`config.mk`:
```
export PLATFORM = sky130hd
export DESIGN_NAME = tws_status
export DESIGN_NICKNAME = d
export VERILOG_FILES = /design/src/rtl/tws_pkg.sv /design/src/rtl/tws_cond_det.sv /design/src/rtl/tws_status.sv
export SDC_FILE = /design/constraint.sdc
export NUM_CORES = 1
export LEC_CHECK = 0
export ABC_AREA = 1
export BUFFER_PORTS_ARGS = -buffer_cell sky130_fd_sc_hd__buf_2
export CAP_MARGIN = 0
export CORE_ASPECT_RATIO = 1.25
export CORE_MARGIN = 2
export CORE_UTILIZATION = 45
export CTS_CLUSTER_DIAMETER = 80
export DETAILED_ROUTE_END_ITERATION = 16
export PLACE_DENSITY = 0.77
export SLEW_MARGIN = 20
export SYNTH_ARGS = -nofsm -noshare
export SYNTH_HDL_FRONTEND = slang
export SYNTH_HIERARCHICAL = 1
export SYNTH_SLANG_ARGS = --single-unit
```
`constraint.sdc`:
```
create_clock -name clk -period 1.8 [get_ports clk]
set_clock_uncertainty 0.2 [all_clocks]
set_input_delay 0.54 -clock clk [delete_from_list [all_inputs] [get_ports clk]]
set_output_delay 0.54 -clock clk [all_outputs]
set_load 0.03 [all_outputs]
```
`src/rtl/tws_pkg.sv`:
```
// Purpose: Constants and types for the two-wire status flag block
// Assumes: 50 MHz clock, 8-bit special-function register port
package tws_pkg;

  // ----------------------------------------------------------------
  // Register map
  // ----------------------------------------------------------------
  localparam logic [7:0] TWS_STATUS_ADDR   = 8'hdd;
  localparam logic [7:0] TWS_STATUS_RESET  = 8'h00;
  localparam logic [7:0] TWS_GEN_CALL_ADDR = 8'h00;

  // ----------------------------------------------------------------
  // Field positions
  // ----------------------------------------------------------------
  localparam int TWS_BIT_GEN_CALL = 7;
  localparam int TWS_BIT_STOP     = 6;
  localparam int TWS_BIT_PEND     = 5;
  localparam int TWS_BIT_TX       = 4;
  localparam int TWS_BIT_BUSY     = 3;
  localparam int TWS_BIT_LOST     = 2;
  localparam int TWS_BIT_NACK     = 1;
  localparam int TWS_BIT_SLAVE    = 0;
  localparam int TWS_NUM_IRQ      = 5;

  // ----------------------------------------------------------------
  // Types
  // ----------------------------------------------------------------
  typedef struct packed {
    logic       rd;
    logic       wr;
    logic [7:0] addr;
    logic [7:0] wdata;
  } tws_sfr_t;

  // Engine events, one-cycle pulses except the levels noted and addr_byte
  typedef struct packed {
    logic                   is_slave;     // Level
    logic                   is_tx;        // Level
    logic                   addr_valid;   // Pulse, address byte received
    logic [7:0]             addr_byte;
    logic                   arb_lost;     // Pulse
    logic                   ack_sample;   // Pulse, acknowledge bit sampled
    logic [TWS_NUM_IRQ-1:0] irq_cond;     // Pulses
  } tws_evt_t;

  typedef struct packed {
    logic scl_q;
    logic sda_q;
    logic seen;
  } tws_det_t;

  typedef struct packed {
    logic       general_call_flag;
    logic       stop;
    logic       interrupt_pending_flag;
    logic       busy;
    logic       lost;
    logic       nack;
    logic [1:0] scl_sync;
    logic [1:0] sda_sync;
    logic [7:0] rdata;
  } tws_state_t;

  // ----------------------------------------------------------------
  // Reset values
  // ----------------------------------------------------------------
  localparam logic [1:0] TWS_SYNC_IDLE = 2'h3;
  localparam tws_det_t   TWS_DET_RESET = '{scl_q: 1'b1, sda_q: 1'b1, seen: 1'b0};

endpackage

```
`src/rtl/tws_cond_det.sv`:
```
// Purpose: Start and stop condition detector on synchronised lines
// Assumes: Inputs already synchronised to clk
// Notes:   Stop held while both lines idle high after a stop edge
`timescale 1ns/1ps
`default_nettype none
module tws_cond_det (
  // Clock and reset
  input  wire logic clk,
  input  wire logic sys_rst,
  input  wire logic clk_en,
  // Lines
  input  wire logic scl,
  input  wire logic sda,
  // Conditions
  output logic      start_det,
  output logic      stop_det,
  output logic      stop_level
);

  tws_pkg::tws_det_t st_r;
  tws_pkg::tws_det_t st_nxt;

  // ----------------------------------------------------------------
  // Edge detection
  // ----------------------------------------------------------------
  always_comb
  begin
    st_nxt       = st_r;
    st_nxt.scl_q = scl;
    st_nxt.sda_q = sda;
    if (stop_det)
      st_nxt.seen = 1'b1;
    else if (start_det || !scl || !sda)
      st_nxt.seen = 1'b0;
  end

  assign start_det  = st_r.scl_q && scl && st_r.sda_q && !sda;
  assign stop_det   = st_r.scl_q && scl && !st_r.sda_q && sda;
  assign stop_level = stop_det || (st_r.seen && scl && sda);

  always_ff @(posedge clk or posedge sys_rst)
  begin
    if (sys_rst)
      st_r <= tws_pkg::TWS_DET_RESET;
    else if (clk_en)
      st_r <= st_nxt;
  end

endmodule
`default_nettype wire

```
`src/rtl/tws_status.sv`:
```
// Purpose: Status register of the two-wire serial engine
// Assumes: Engine events arrive on clk; bus lines are asynchronous pins
// Notes:   Only the pending flag is writable
`timescale 1ns/1ps
`default_nettype none
module tws_status (
  // Clock and reset
  input  wire logic              clk,
  input  wire logic              sys_rst,
  input  wire logic              clk_en,
  // Register port
  input  wire tws_pkg::tws_sfr_t sfr,
  output logic [7:0]             sfr_rdata,
  output logic                   sfr_hit,
  // Bus lines
  input  wire logic              scl_pin,
  input  wire logic              sda_pin,
  // Engine
  input  wire tws_pkg::tws_evt_t evt,
  output logic                   irq
);

  tws_pkg::tws_state_t st_r;
  tws_pkg::tws_state_t st_nxt;
  logic start_det;
  logic stop_det;
  logic stop_level;
  logic any_irq;
  logic wr_hit;
  logic rd_hit;
  logic pend_clr;
  logic [7:0] status;

  // ----------------------------------------------------------------
  // Address decode
  // ----------------------------------------------------------------
  function automatic logic hits_status(input logic [7:0] addr);
    hits_status = (addr == tws_pkg::TWS_STATUS_ADDR);
  endfunction

  // ----------------------------------------------------------------
  // Condition detector
  // ----------------------------------------------------------------
  tws_cond_det u_det (
    .clk        (clk),
    .sys_rst    (sys_rst),
    .clk_en     (clk_en),
    .scl        (st_r.scl_sync[1]),
    .sda        (st_r.sda_sync[1]),
    .start_det  (start_det),
    .stop_det   (stop_det),
    .stop_level (stop_level)
  );

  // ----------------------------------------------------------------
  // Flag logic
  // ----------------------------------------------------------------
  assign any_irq  = |evt.irq_cond;
  assign wr_hit   = sfr.wr && hits_status(sfr.addr);
  assign rd_hit   = sfr.rd && hits_status(sfr.addr);
  assign pend_clr = wr_hit && !sfr.wdata[tws_pkg::TWS_BIT_PEND];

  always_comb
  begin
    status = {st_r.general_call_flag, st_r.stop, st_r.interrupt_pending_flag, evt.is_tx,
              st_r.busy, st_r.lost, st_r.nack, evt.is_slave};
    st_nxt = st_r;
    st_nxt.scl_sync = {st_r.scl_sync[0], scl_pin};
    st_nxt.sda_sync = {st_r.sda_sync[0], sda_pin};
    if (start_det || stop_det)
      st_nxt.general_call_flag = 1'b0;
    else if (evt.is_slave && evt.addr_valid && evt.addr_byte == tws_pkg::TWS_GEN_CALL_ADDR)
      st_nxt.general_call_flag = 1'b1;
    st_nxt.stop = stop_level;
    if (any_irq)
      st_nxt.interrupt_pending_flag = 1'b1;
    else if (pend_clr)
      st_nxt.interrupt_pending_flag = 1'b0;
    if (start_det)
      st_nxt.busy = 1'b1;
    else if (stop_det)
      st_nxt.busy = 1'b0;
    if (!evt.is_slave && (evt.arb_lost || st_r.general_call_flag))
      st_nxt.lost = 1'b1;
    else if (start_det && evt.is_slave)
      st_nxt.lost = 1'b0;
    if (evt.is_tx && evt.ack_sample)
      st_nxt.nack = st_r.sda_sync[1];
    st_nxt.rdata = rd_hit ? status : st_r.rdata;
  end

  // No stop is launched here on nack; firmware requests it.
  assign sfr_rdata = st_r.rdata;
  assign sfr_hit   = hits_status(sfr.addr);
  assign irq       = st_r.interrupt_pending_flag;

  always_ff @(posedge clk or posedge sys_rst)
  begin
    if (sys_rst)
    begin
      st_r          <= '0;
      st_r.scl_sync <= tws_pkg::TWS_SYNC_IDLE;
      st_r.sda_sync <= tws_pkg::TWS_SYNC_IDLE;
      st_r.rdata    <= tws_pkg::TWS_STATUS_RESET;
    end
    else if (clk_en)
      st_r <= st_nxt;
  end

  // ----------------------------------------------------------------
  // Checks
  // ----------------------------------------------------------------
  a_pend_sets: assert property (@(posedge clk) disable iff (sys_rst)
    clk_en && any_irq |=> st_r.interrupt_pending_flag) else $error("pending flag not set");
  a_pend_holds: assert property (@(posedge clk) disable iff (sys_rst)
    clk_en && st_r.interrupt_pending_flag && !wr_hit |=> st_r.interrupt_pending_flag)
    else $error("pending flag self cleared");
  a_busy_start: assert property (@(posedge clk) disable iff (sys_rst)
    clk_en && start_det |=> st_r.busy) else $error("busy not set on start");
  a_busy_stop: assert property (@(posedge clk) disable iff (sys_rst)
    clk_en && stop_det && !start_det |=> !st_r.busy) else $error("busy not cleared");
  a_gencall_clear: assert property (@(posedge clk) disable iff (sys_rst)
    clk_en && (start_det || stop_det) |=> !st_r.general_call_flag)
    else $error("general call flag not cleared");
  a_gencall_lost: assert property (@(posedge clk) disable iff (sys_rst)
    clk_en && st_r.general_call_flag && !evt.is_slave |=> st_r.lost)
    else $error("lost not set on general call");
  a_arb_lost: assert property (@(posedge clk) disable iff (sys_rst)
    clk_en && evt.arb_lost && !evt.is_slave |=> st_r.lost) else $error("lost missed");
  a_stop_flag: assert property (@(posedge clk) disable iff (sys_rst)
    clk_en && stop_det |=> st_r.stop) else $error("stop flag missed");
  a_nack_take: assert property (@(posedge clk) disable iff (sys_rst)
    clk_en && evt.is_tx && evt.ack_sample |=> st_r.nack == $past(st_r.sda_sync[1]))
    else $error("nack wrong");

  // ----------------------------------------------------------------
  // Checks: read port and clock enable
  // ----------------------------------------------------------------
  a_read_load: assert property (@(posedge clk) disable iff (sys_rst)
    clk_en && rd_hit |=> sfr_rdata == $past(status))
    else $error("read data not loaded");

  a_read_hold: assert property (@(posedge clk) disable iff (sys_rst)
    clk_en && !rd_hit |=> $stable(sfr_rdata))
    else $error("read data changed without read");

  a_read_tx: assert property (@(posedge clk) disable iff (sys_rst)
    clk_en && rd_hit |=> sfr_rdata[tws_pkg::TWS_BIT_TX] == $past(evt.is_tx))
    else $error("transmit role bit wrong");

  a_read_slave: assert property (@(posedge clk) disable iff (sys_rst)
    clk_en && rd_hit |=> sfr_rdata[tws_pkg::TWS_BIT_SLAVE] == $past(evt.is_slave))
    else $error("slave role bit wrong");

  a_freeze_state: assert property (@(posedge clk) disable iff (sys_rst)
    !clk_en |=> $stable(st_r))
    else $error("state moved while frozen");

  // ----------------------------------------------------------------
  // Checks: pending flag
  // ----------------------------------------------------------------
  a_pend_clear: assert property (@(posedge clk) disable iff (sys_rst)
    clk_en && pend_clr && !any_irq |=> !st_r.interrupt_pending_flag)
    else $error("pending flag not cleared");

  a_pend_no_self: assert property (@(posedge clk) disable iff (sys_rst)
    clk_en && !st_r.interrupt_pending_flag && !any_irq |=> !st_r.interrupt_pending_flag)
    else $error("pending flag set without cause");

  a_pend_write_one: assert property (@(posedge clk) disable iff (sys_rst)
    clk_en && st_r.interrupt_pending_flag && !pend_clr |=> st_r.interrupt_pending_flag)
    else $error("pending flag lost on write");

  a_irq_follows: assert property (@(posedge clk) disable iff (sys_rst)
    clk_en && any_irq |=> irq)
    else $error("irq not raised");

  // ----------------------------------------------------------------
  // Checks: bus and role flags
  // ----------------------------------------------------------------
  a_busy_hold: assert property (@(posedge clk) disable iff (sys_rst)
    clk_en && !start_det && !stop_det |=> $stable(st_r.busy))
    else $error("busy changed without condition");

  a_stop_low: assert property (@(posedge clk) disable iff (sys_rst)
    clk_en && !st_r.scl_sync[1] |=> !st_r.stop)
    else $error("stop flag with clock low");

  a_gencall_set: assert property (@(posedge clk) disable iff (sys_rst)
    clk_en && evt.is_slave && evt.addr_valid && !start_det && !stop_det &&
    evt.addr_byte == tws_pkg::TWS_GEN_CALL_ADDR |=> st_r.general_call_flag)
    else $error("general call flag not set");

  a_gencall_master: assert property (@(posedge clk) disable iff (sys_rst)
    clk_en && !evt.is_slave && !st_r.general_call_flag |=> !st_r.general_call_flag)
    else $error("general call flag set as master");

  a_gencall_hold: assert property (@(posedge clk) disable iff (sys_rst)
    clk_en && !start_det && !stop_det && !evt.addr_valid |=> $stable(st_r.general_call_flag))
    else $error("general call flag changed");

  a_lost_sticky: assert property (@(posedge clk) disable iff (sys_rst)
    clk_en && st_r.lost && !(start_det && evt.is_slave) |=> st_r.lost)
    else $error("lost flag dropped");

  a_lost_slave: assert property (@(posedge clk) disable iff (sys_rst)
    clk_en && evt.is_slave && !st_r.lost |=> !st_r.lost)
    else $error("lost flag set as slave");

  a_nack_hold: assert property (@(posedge clk) disable iff (sys_rst)
    clk_en && !(evt.is_tx && evt.ack_sample) |=> $stable(st_r.nack))
    else $error("nack changed without sample");

endmodule
`default_nettype wire

```
==> results of run 1 <==
-- cell families after synthesis --
| group | share of synthesized area |
|---|---|
| AND/OR/NAND/NOR | 0.326 |
| buffers and inverters | 0.143 |
| AO/OA/AOI/OAI | 0.0477 |
| flip-flops | 0.484 |
-- state kept, by name (all words and copies together), names as in the netlist --
signal and cells:
u_det/st_r 3, irq 1, st_nxt 2, st_r 7
sfr_rdata 8
-- worst paths after layout --
check	from	end	slack, ps	cells after the start
max	sfr[12]	sfr_hit	-40	5
min reg2reg	st_nxt[11]	st_nxt[11]	270	2
min in group asynchronous	sys_rst	u_det/st_r[0]	430	3
max in group asynchronous	sys_rst	st_r[9]	570	4
max reg2reg	st_r[11]	st_r[13]	440	5
min	sda_pin	st_nxt[9]	210	3
-- cell type report --
| class | count | area (um2) | share of cell area |
|---|---|---|---|
| multi-input cells | 90 | 424 | 0.302 |
| flip-flops and latches | 21 | 533 | 0.380 |
| inverters | 19 | 78.8 | 0.0561 |
| clock buffers | 3 | 22.5 | 0.0160 |
| clock inverters | 1 | 5.00 | 0.00357 |
| repair buffers | 50 | 299 | 0.213 |
| well taps | 33 | 41.3 | 0.0294 |
-- cells in the mapped netlist --
cell type	instances	share of area
nand2_1	50	0.17
inv_1	17	0.058
dfrtp_1	15	0.34
nor2_1	11	0.037
buf_4	10	0.068
nand4_1	8	0.045
o21ai_0	8	0.036
dfstp_2	6	0.14
nand3_1	4	0.018
inv_2	2	0.0068
nand3_2	2	0.018
a21oi_1	1	0.0045
and2_1	1	0.0057
buf_6	1	0.010
nand2_2	1	0.0057
nor2_2	1	0.0057
nor3_1	1	0.0045
nor3_4	1	0.015
o31ai_1	1	0.0068
-- report_power, final --
group	internal [mW]	switching (mW)
registers	0.526	0.0290
logic	0.0741	0.0892
clock network	0.0828	0.141
total	0.683	0.260
-- what timing repair did --
action,CTS,global route
endpoints found under the setup margin,1,1
hold endpoints to repair,1,0
resized for setup,6,2
pin swaps,3,2
hold buffers,1,0
buffers inserted,1,0
cloned,0,0
-- metal layers --
layer | global-route usage | routed length, um | up-vias
li1 | - | - | 518
met1 | 0.180 | 797 | 459
met2 | 0.340 | 1210 | 23
met3 | 0.0274 | 75 | 0
met4 | 0.0463 | 0 | 0
met5 | 0 | 0 | -
-- metrics by stage --
| step | hold WS (ps) | setup TNS, ps | power (mW) | util | worst slack [ps] |
|---|---|---|---|---|---|
| detailed placement | 218 | -163 | 0.720 | 0.557 | -163 |
| CTS | 209 | -67.7 | 0.949 | 0.587 | -67.7 |
| finish | 213 | -44.7 | 0.942 | 0.591 | -44.7 |
| global route | 222 | -82.9 | 1.00 | 0.591 | -82.9 |
| floorplan | 92.2 | -26.5 | 0.658 | - | -26.5 |
| global placement | 216 | -159 | 0.712 | 0.557 | -159 |
-- critical path: stages --
cell and delay [ps]:
buf_8 80, inv_8 30, nor3_4 170, and2_4 160, buf_6 120
==> out/qor.csv, run 1 <==
stage,metric,value,unit
route,wire_per_inst,9.58,um
grt,grt_first_pass_wirelength,3690,um
route,vias,1000,
synthesis,avgSynthCellArea,7.82,um2
clock_tree,insertion_delay,300,ps
route,drt_pass1_iterations,4,
status,status,"finished, violations left",
floorplan,die_area,2860,um2
place,port_buffers,43,
finish,num-nets-final,226,
grt,grt_max_degree,19,
finish,final_cell_mix,"nand2_1, buf_2, inv_1, dfrtp_1, nor2_1",
timing,hold_viol_final,0,
timing,maxSlewViolCount,0,
timing,setup_viol,1,
timing,maxSlewHeadroom,0.832,
floorplan,rows,20,
finish,n_fill_cell,226,
worst_setup_path,cp.arrival,1100,ps
finish,final_cells,217,
grt,antenna_found_initial,0,
worst_hold_path,worstHoldPathType,in2reg,
synthesis,synth-seq-cells,21,
finish,fin_area,1400,um2
power,p_leak,0.799,nW
floorplan,dieHeight,59.3,um
clock_tree,cts_root_buf,clkbuf_4,
route,routed_via_density,4.61,
timing,finalCritPeriodShare,1.02,
synthesis,yosys_warnings,6,
timing,fin_crit,1840,ps
floorplan,core_area,2380,um2
worst_setup_path,crit_type,in2out,
timing,worst_slew_pin_slew,252,ps
floorplan,start_util,0.464,
synthesis,syn_area,1100,um2
route,ant_nets,0,
worst_setup_path,worstPathMaxFanout,2,
route,routed_wl,2080,um
synthesis,netlist_instances,141,
timing,fmax,542,MHz
timing,rsz0062_at_grt,true,
place,dp_cells,211,
status,violations,negative setup slack,
worst_setup_path,critical_path_required,1060,ps
finish,diodes,0,
finish,drive_above_1_share,0.380,
route,drt-initial-drc-count,28,
clock_tree,numCtsBuffers,3,
grt,grt_usage,0.176,
floorplan,io-pin-count,51,
timing,fin_ws,-44.7,ps
worst_setup_path,crit_path_start_kind,input port,
place,gp_congestion,0.774,
worst_setup_path,worstSetupEndpointType,output pin,
power,ir_drop,500,uV
synthesis,ys_types,19,
clock_tree,path_clk_slew,120,ps
place,dpl-instance-area,1330,um2
synthesis,synthesis.nets,182,
place,hpwl,1670,um
clock_tree,cts_buffer_depth,2,
grt,grt_pass1_vias,964,
clock_tree,cts_sinks,21,
clock_tree,htreeDepth,1,
run,drv_cap,0,
grt,overflow,0,
synthesis,seq_area_frac_synth,0.484,
finish,area_delta_synth_final,27.4,%
power,power_density,671,nW/um2
route,post-route-drc-count,0,
floorplan,chipWidth,48.3,um
clock_tree,cts_tree,done,
finish,layout_commonest_cell,nand2_1,
(Power assumes the default switching activity.)
==> run 2, diff against run 1 <==
Settings changed: ABC_AREA 1 to not set, CORE_UTILIZATION 45 to 44, PLACE_DENSITY 0.77 to 0.78.
==> run 2 against run 1 <==
Effect of this change:
- the run now ends clean
- cell count is 28% lower
- critical endpoint unchanged
- critical path type unchanged
- area after synthesis down 9.8%
- global-route usage fell by 1.3 points
- design area down 4.8%
- non-clock buffer count fell by 1
- worst hold slack better by 31 ps
- maximum frequency is 3.3% higher
- setup slack gained 60 ps
- total power grew 1.7%
- first-iteration DRC count fell by 86%
==> out/qor.csv, run 2 <==
stage,metric,value,unit
status,status,finished clean,
worst_hold_path,hold_depth,2,
power,ir_drop,471,uV
grt,grt_max_degree,19,
worst_setup_path,critical_path_required,1060,ps
finish,drive_above_1_share,0.616,
finish,fin_area,1340,um2
timing,rsz0062_at_grt,true,
grt,overflow,0,
timing,fin_ws,15.0,ps
synthesis,seq_area_frac_synth,0.536,
grt,antenna_found_initial,0,
floorplan,chipWidth,46.5,um
finish,layout_commonest_cell,buf_2,
worst_setup_path,crit_top_cell,buf_6,
synthesis,synth_edf_count,0,
grt,grt_pass1_vias,795,
synthesis,synthesis.nets,122,
synthesis,synth-seq-cells,21,
route,drt_pass1_iterations,4,
synthesis,synth_top_area_frac,0.377,
route,routed_wl,1940,um
worst_setup_path,r2r_start,u_det/st_r[1],
place,hpwl,1550,um
synthesis,synth_common_cells,"mux2_2, dfrtp_1, nand2_1",
synthesis,synth-async-reset-ratio,1.00,
timing,maxSlewViolCount,0,
route,routed_via_density,4.83,
route,vias,754,
route,drt-initial-drc-count,4,
timing,hold_viol_final,0,
worst_setup_path,critPathMaxStageDelay,170,ps
synthesis,syn_area,995,um2
worst_setup_path,reg2reg_to,st_r[16],
timing,holdWs,244,ps
worst_setup_path,cp.arrival,1050,ps
synthesis,netlist_instances,81,
timing,tns,0,ps
worst_setup_path,worstPathBufferInverterCount,2,
finish,final_cell_mix,"buf_2, dfrtp_1, mux2_2, nand2_1",
worst_setup_path,worstSetupEndpointType,output pin,
synthesis,synth_top_area_cell,dfrtp_1,
worst_setup_path,worstPathMaxFanout,2,
synthesis,synth.most_common_cell,mux2_2,
route,wire_per_inst,12.5,um
synthesis,ys_types,23,
timing,setup_viol,0,
place,port_buffers,43,
synthesis,synth_ff_type,dfrtp_1,
power,power_density,717,nW/um2
finish,area_delta_synth_final,34.3,%
route,ant_nets,0,
route,post-route-drc-count,0,
clock_tree,cts_sinks,21,
clock_tree,cts_tree,done,
worst_setup_path,path_cells,buf_6 -> nand4b_4 -> nor2_4 -> buf_6,
timing,fmax,560,MHz
place,gp_congestion,0.705,
worst_hold_path,worstHoldPathType,in2reg,
floorplan,io-pin-count,51,
floorplan,core_area,2160,um2
worst_setup_path,reg2reg_depth,3,
timing,fin_crit,1790,ps
clock_tree,path_clk_slew,100,ps
floorplan,dieHeight,57.2,um
synthesis,avgSynthCellArea,12.3,um2
worst_setup_path,crit_type,in2out,
run,drv_cap,0,
clock_tree,htreeDepth,1,
worst_setup_path,cp_top_family,simple AND/OR/NAND/NOR gates,
clock_tree,cts_buffer_depth,2,
place,dpl-instance-area,1260,um2
worst_setup_path,slowest_stage,nand4b_4,
synthesis,yosys_warnings,6,
clock_tree,numCtsBuffers,3,
clock_tree,insertion_delay,290,ps
finish,largest_reg_flops,8,
timing,maxSlewHeadroom,0.800,
timing,worst_slew_pin_slew,297,ps
floorplan,start_util,0.460,
worst_hold_path,min_from,evt[17],
grt,grt_first_pass_wirelength,3230,um
synthesis,synthTopCellsByArea,"dfrtp_1, mux2_2, dfstp_2, buf_4, nand2_1",
finish,diodes,0,
floorplan,rows,19,
timing,finalCritPeriodShare,0.992,
floorplan,die_area,2660,um2
worst_hold_path,whs_endpoint,st_r[13],
clock_tree,cts_root_buf,clkbuf_4,
finish,num-nets-final,167,
place,place_ws,-97.1,ps
grt,grt_usage,0.163,
worst_setup_path,crit_path_start_kind,input port,
power,p_leak,0.688,nW
worst_setup_path,regToRegSetupSlack,460,ps
## run 2: timing repair
action | CTS | global route
pin swaps | 1 | 1
endpoints found under the hold margin | 1 | 0
gates resized for setup | 3 | 2
hold buffers | 1 | 0
setup buffers | 2 | 0
setup endpoints to repair | 1 | 1
## run 2: final cells by class
type | count | area, um2
Fill cell | 178 | 827
Sequential cell | 21 | 533
Multi-Input combinational cell | 48 | 433
Timing Repair Buffer | 49 | 294
Tap cell | 31 | 38.8
Clock buffer | 4 | 26.3
Inverter | 3 | 11.3
## run 2: metal layers
metal	global-route usage	share of wire	wire length (um)	up-vias
li1	-	-	-	368
met1	0.186	0.38	738	366
met2	0.286	0.57	1120	16
met3	0.0285	0.033	65	4
met4	0.0694	0.011	22	0
met5	0	0	0	-
## run 2: kinds of logic after synthesis
logic type             Yosys count  synth area share
flip-flops                      21             0.536
AND/OR/NAND/NOR                 24             0.153
multiplexers                    16             0.181
AO/OA/AOI/OAI                    8            0.0528
buffers and inverters           12            0.0767
## run 2: how the worst max path moves through the flow
stage	endpoint	slack [ps]	from	depth (start not counted)
finish	sfr_hit	10	sfr[13]	4
global route	sfr_hit	-20	sfr[13]	4
CTS	sfr_hit	-0.9	sfr[9]	4
detailed placement	sfr_rdata[7]	-100	sfr[9]	5
global placement	sfr_hit	-70	sfr[13]	4
floorplan	sfr_rdata[6]	-20	sfr[9]	3
## run 2: power by group
part | switching (mW) | internal [mW]
clock | 0.125 | 0.0861
sequential | 0.0386 | 0.540
combinational | 0.0747 | 0.0925
total | 0.239 | 0.719
## run 2: worst reg2reg max path: cells and delay by family, from the launching register on
kind / cells / cell delay (ps)
AND/OR/NAND/NOR: 1 / 130
AO/OA/AOI/OAI: 1 / 70
multiplexers: 1 / 260
flip-flops: 1 / 570
## run 2: stage by stage
stage	std cells	utilization	total power, mW
5_1_grt	156	0.618	1.03
2_1_floorplan	81	-	0.678
3_5_place_dp	149	0.583	0.750
6_report	156	0.618	0.958
3_3_place_gp	149	0.583	0.735
4_1_cts	156	0.612	0.969
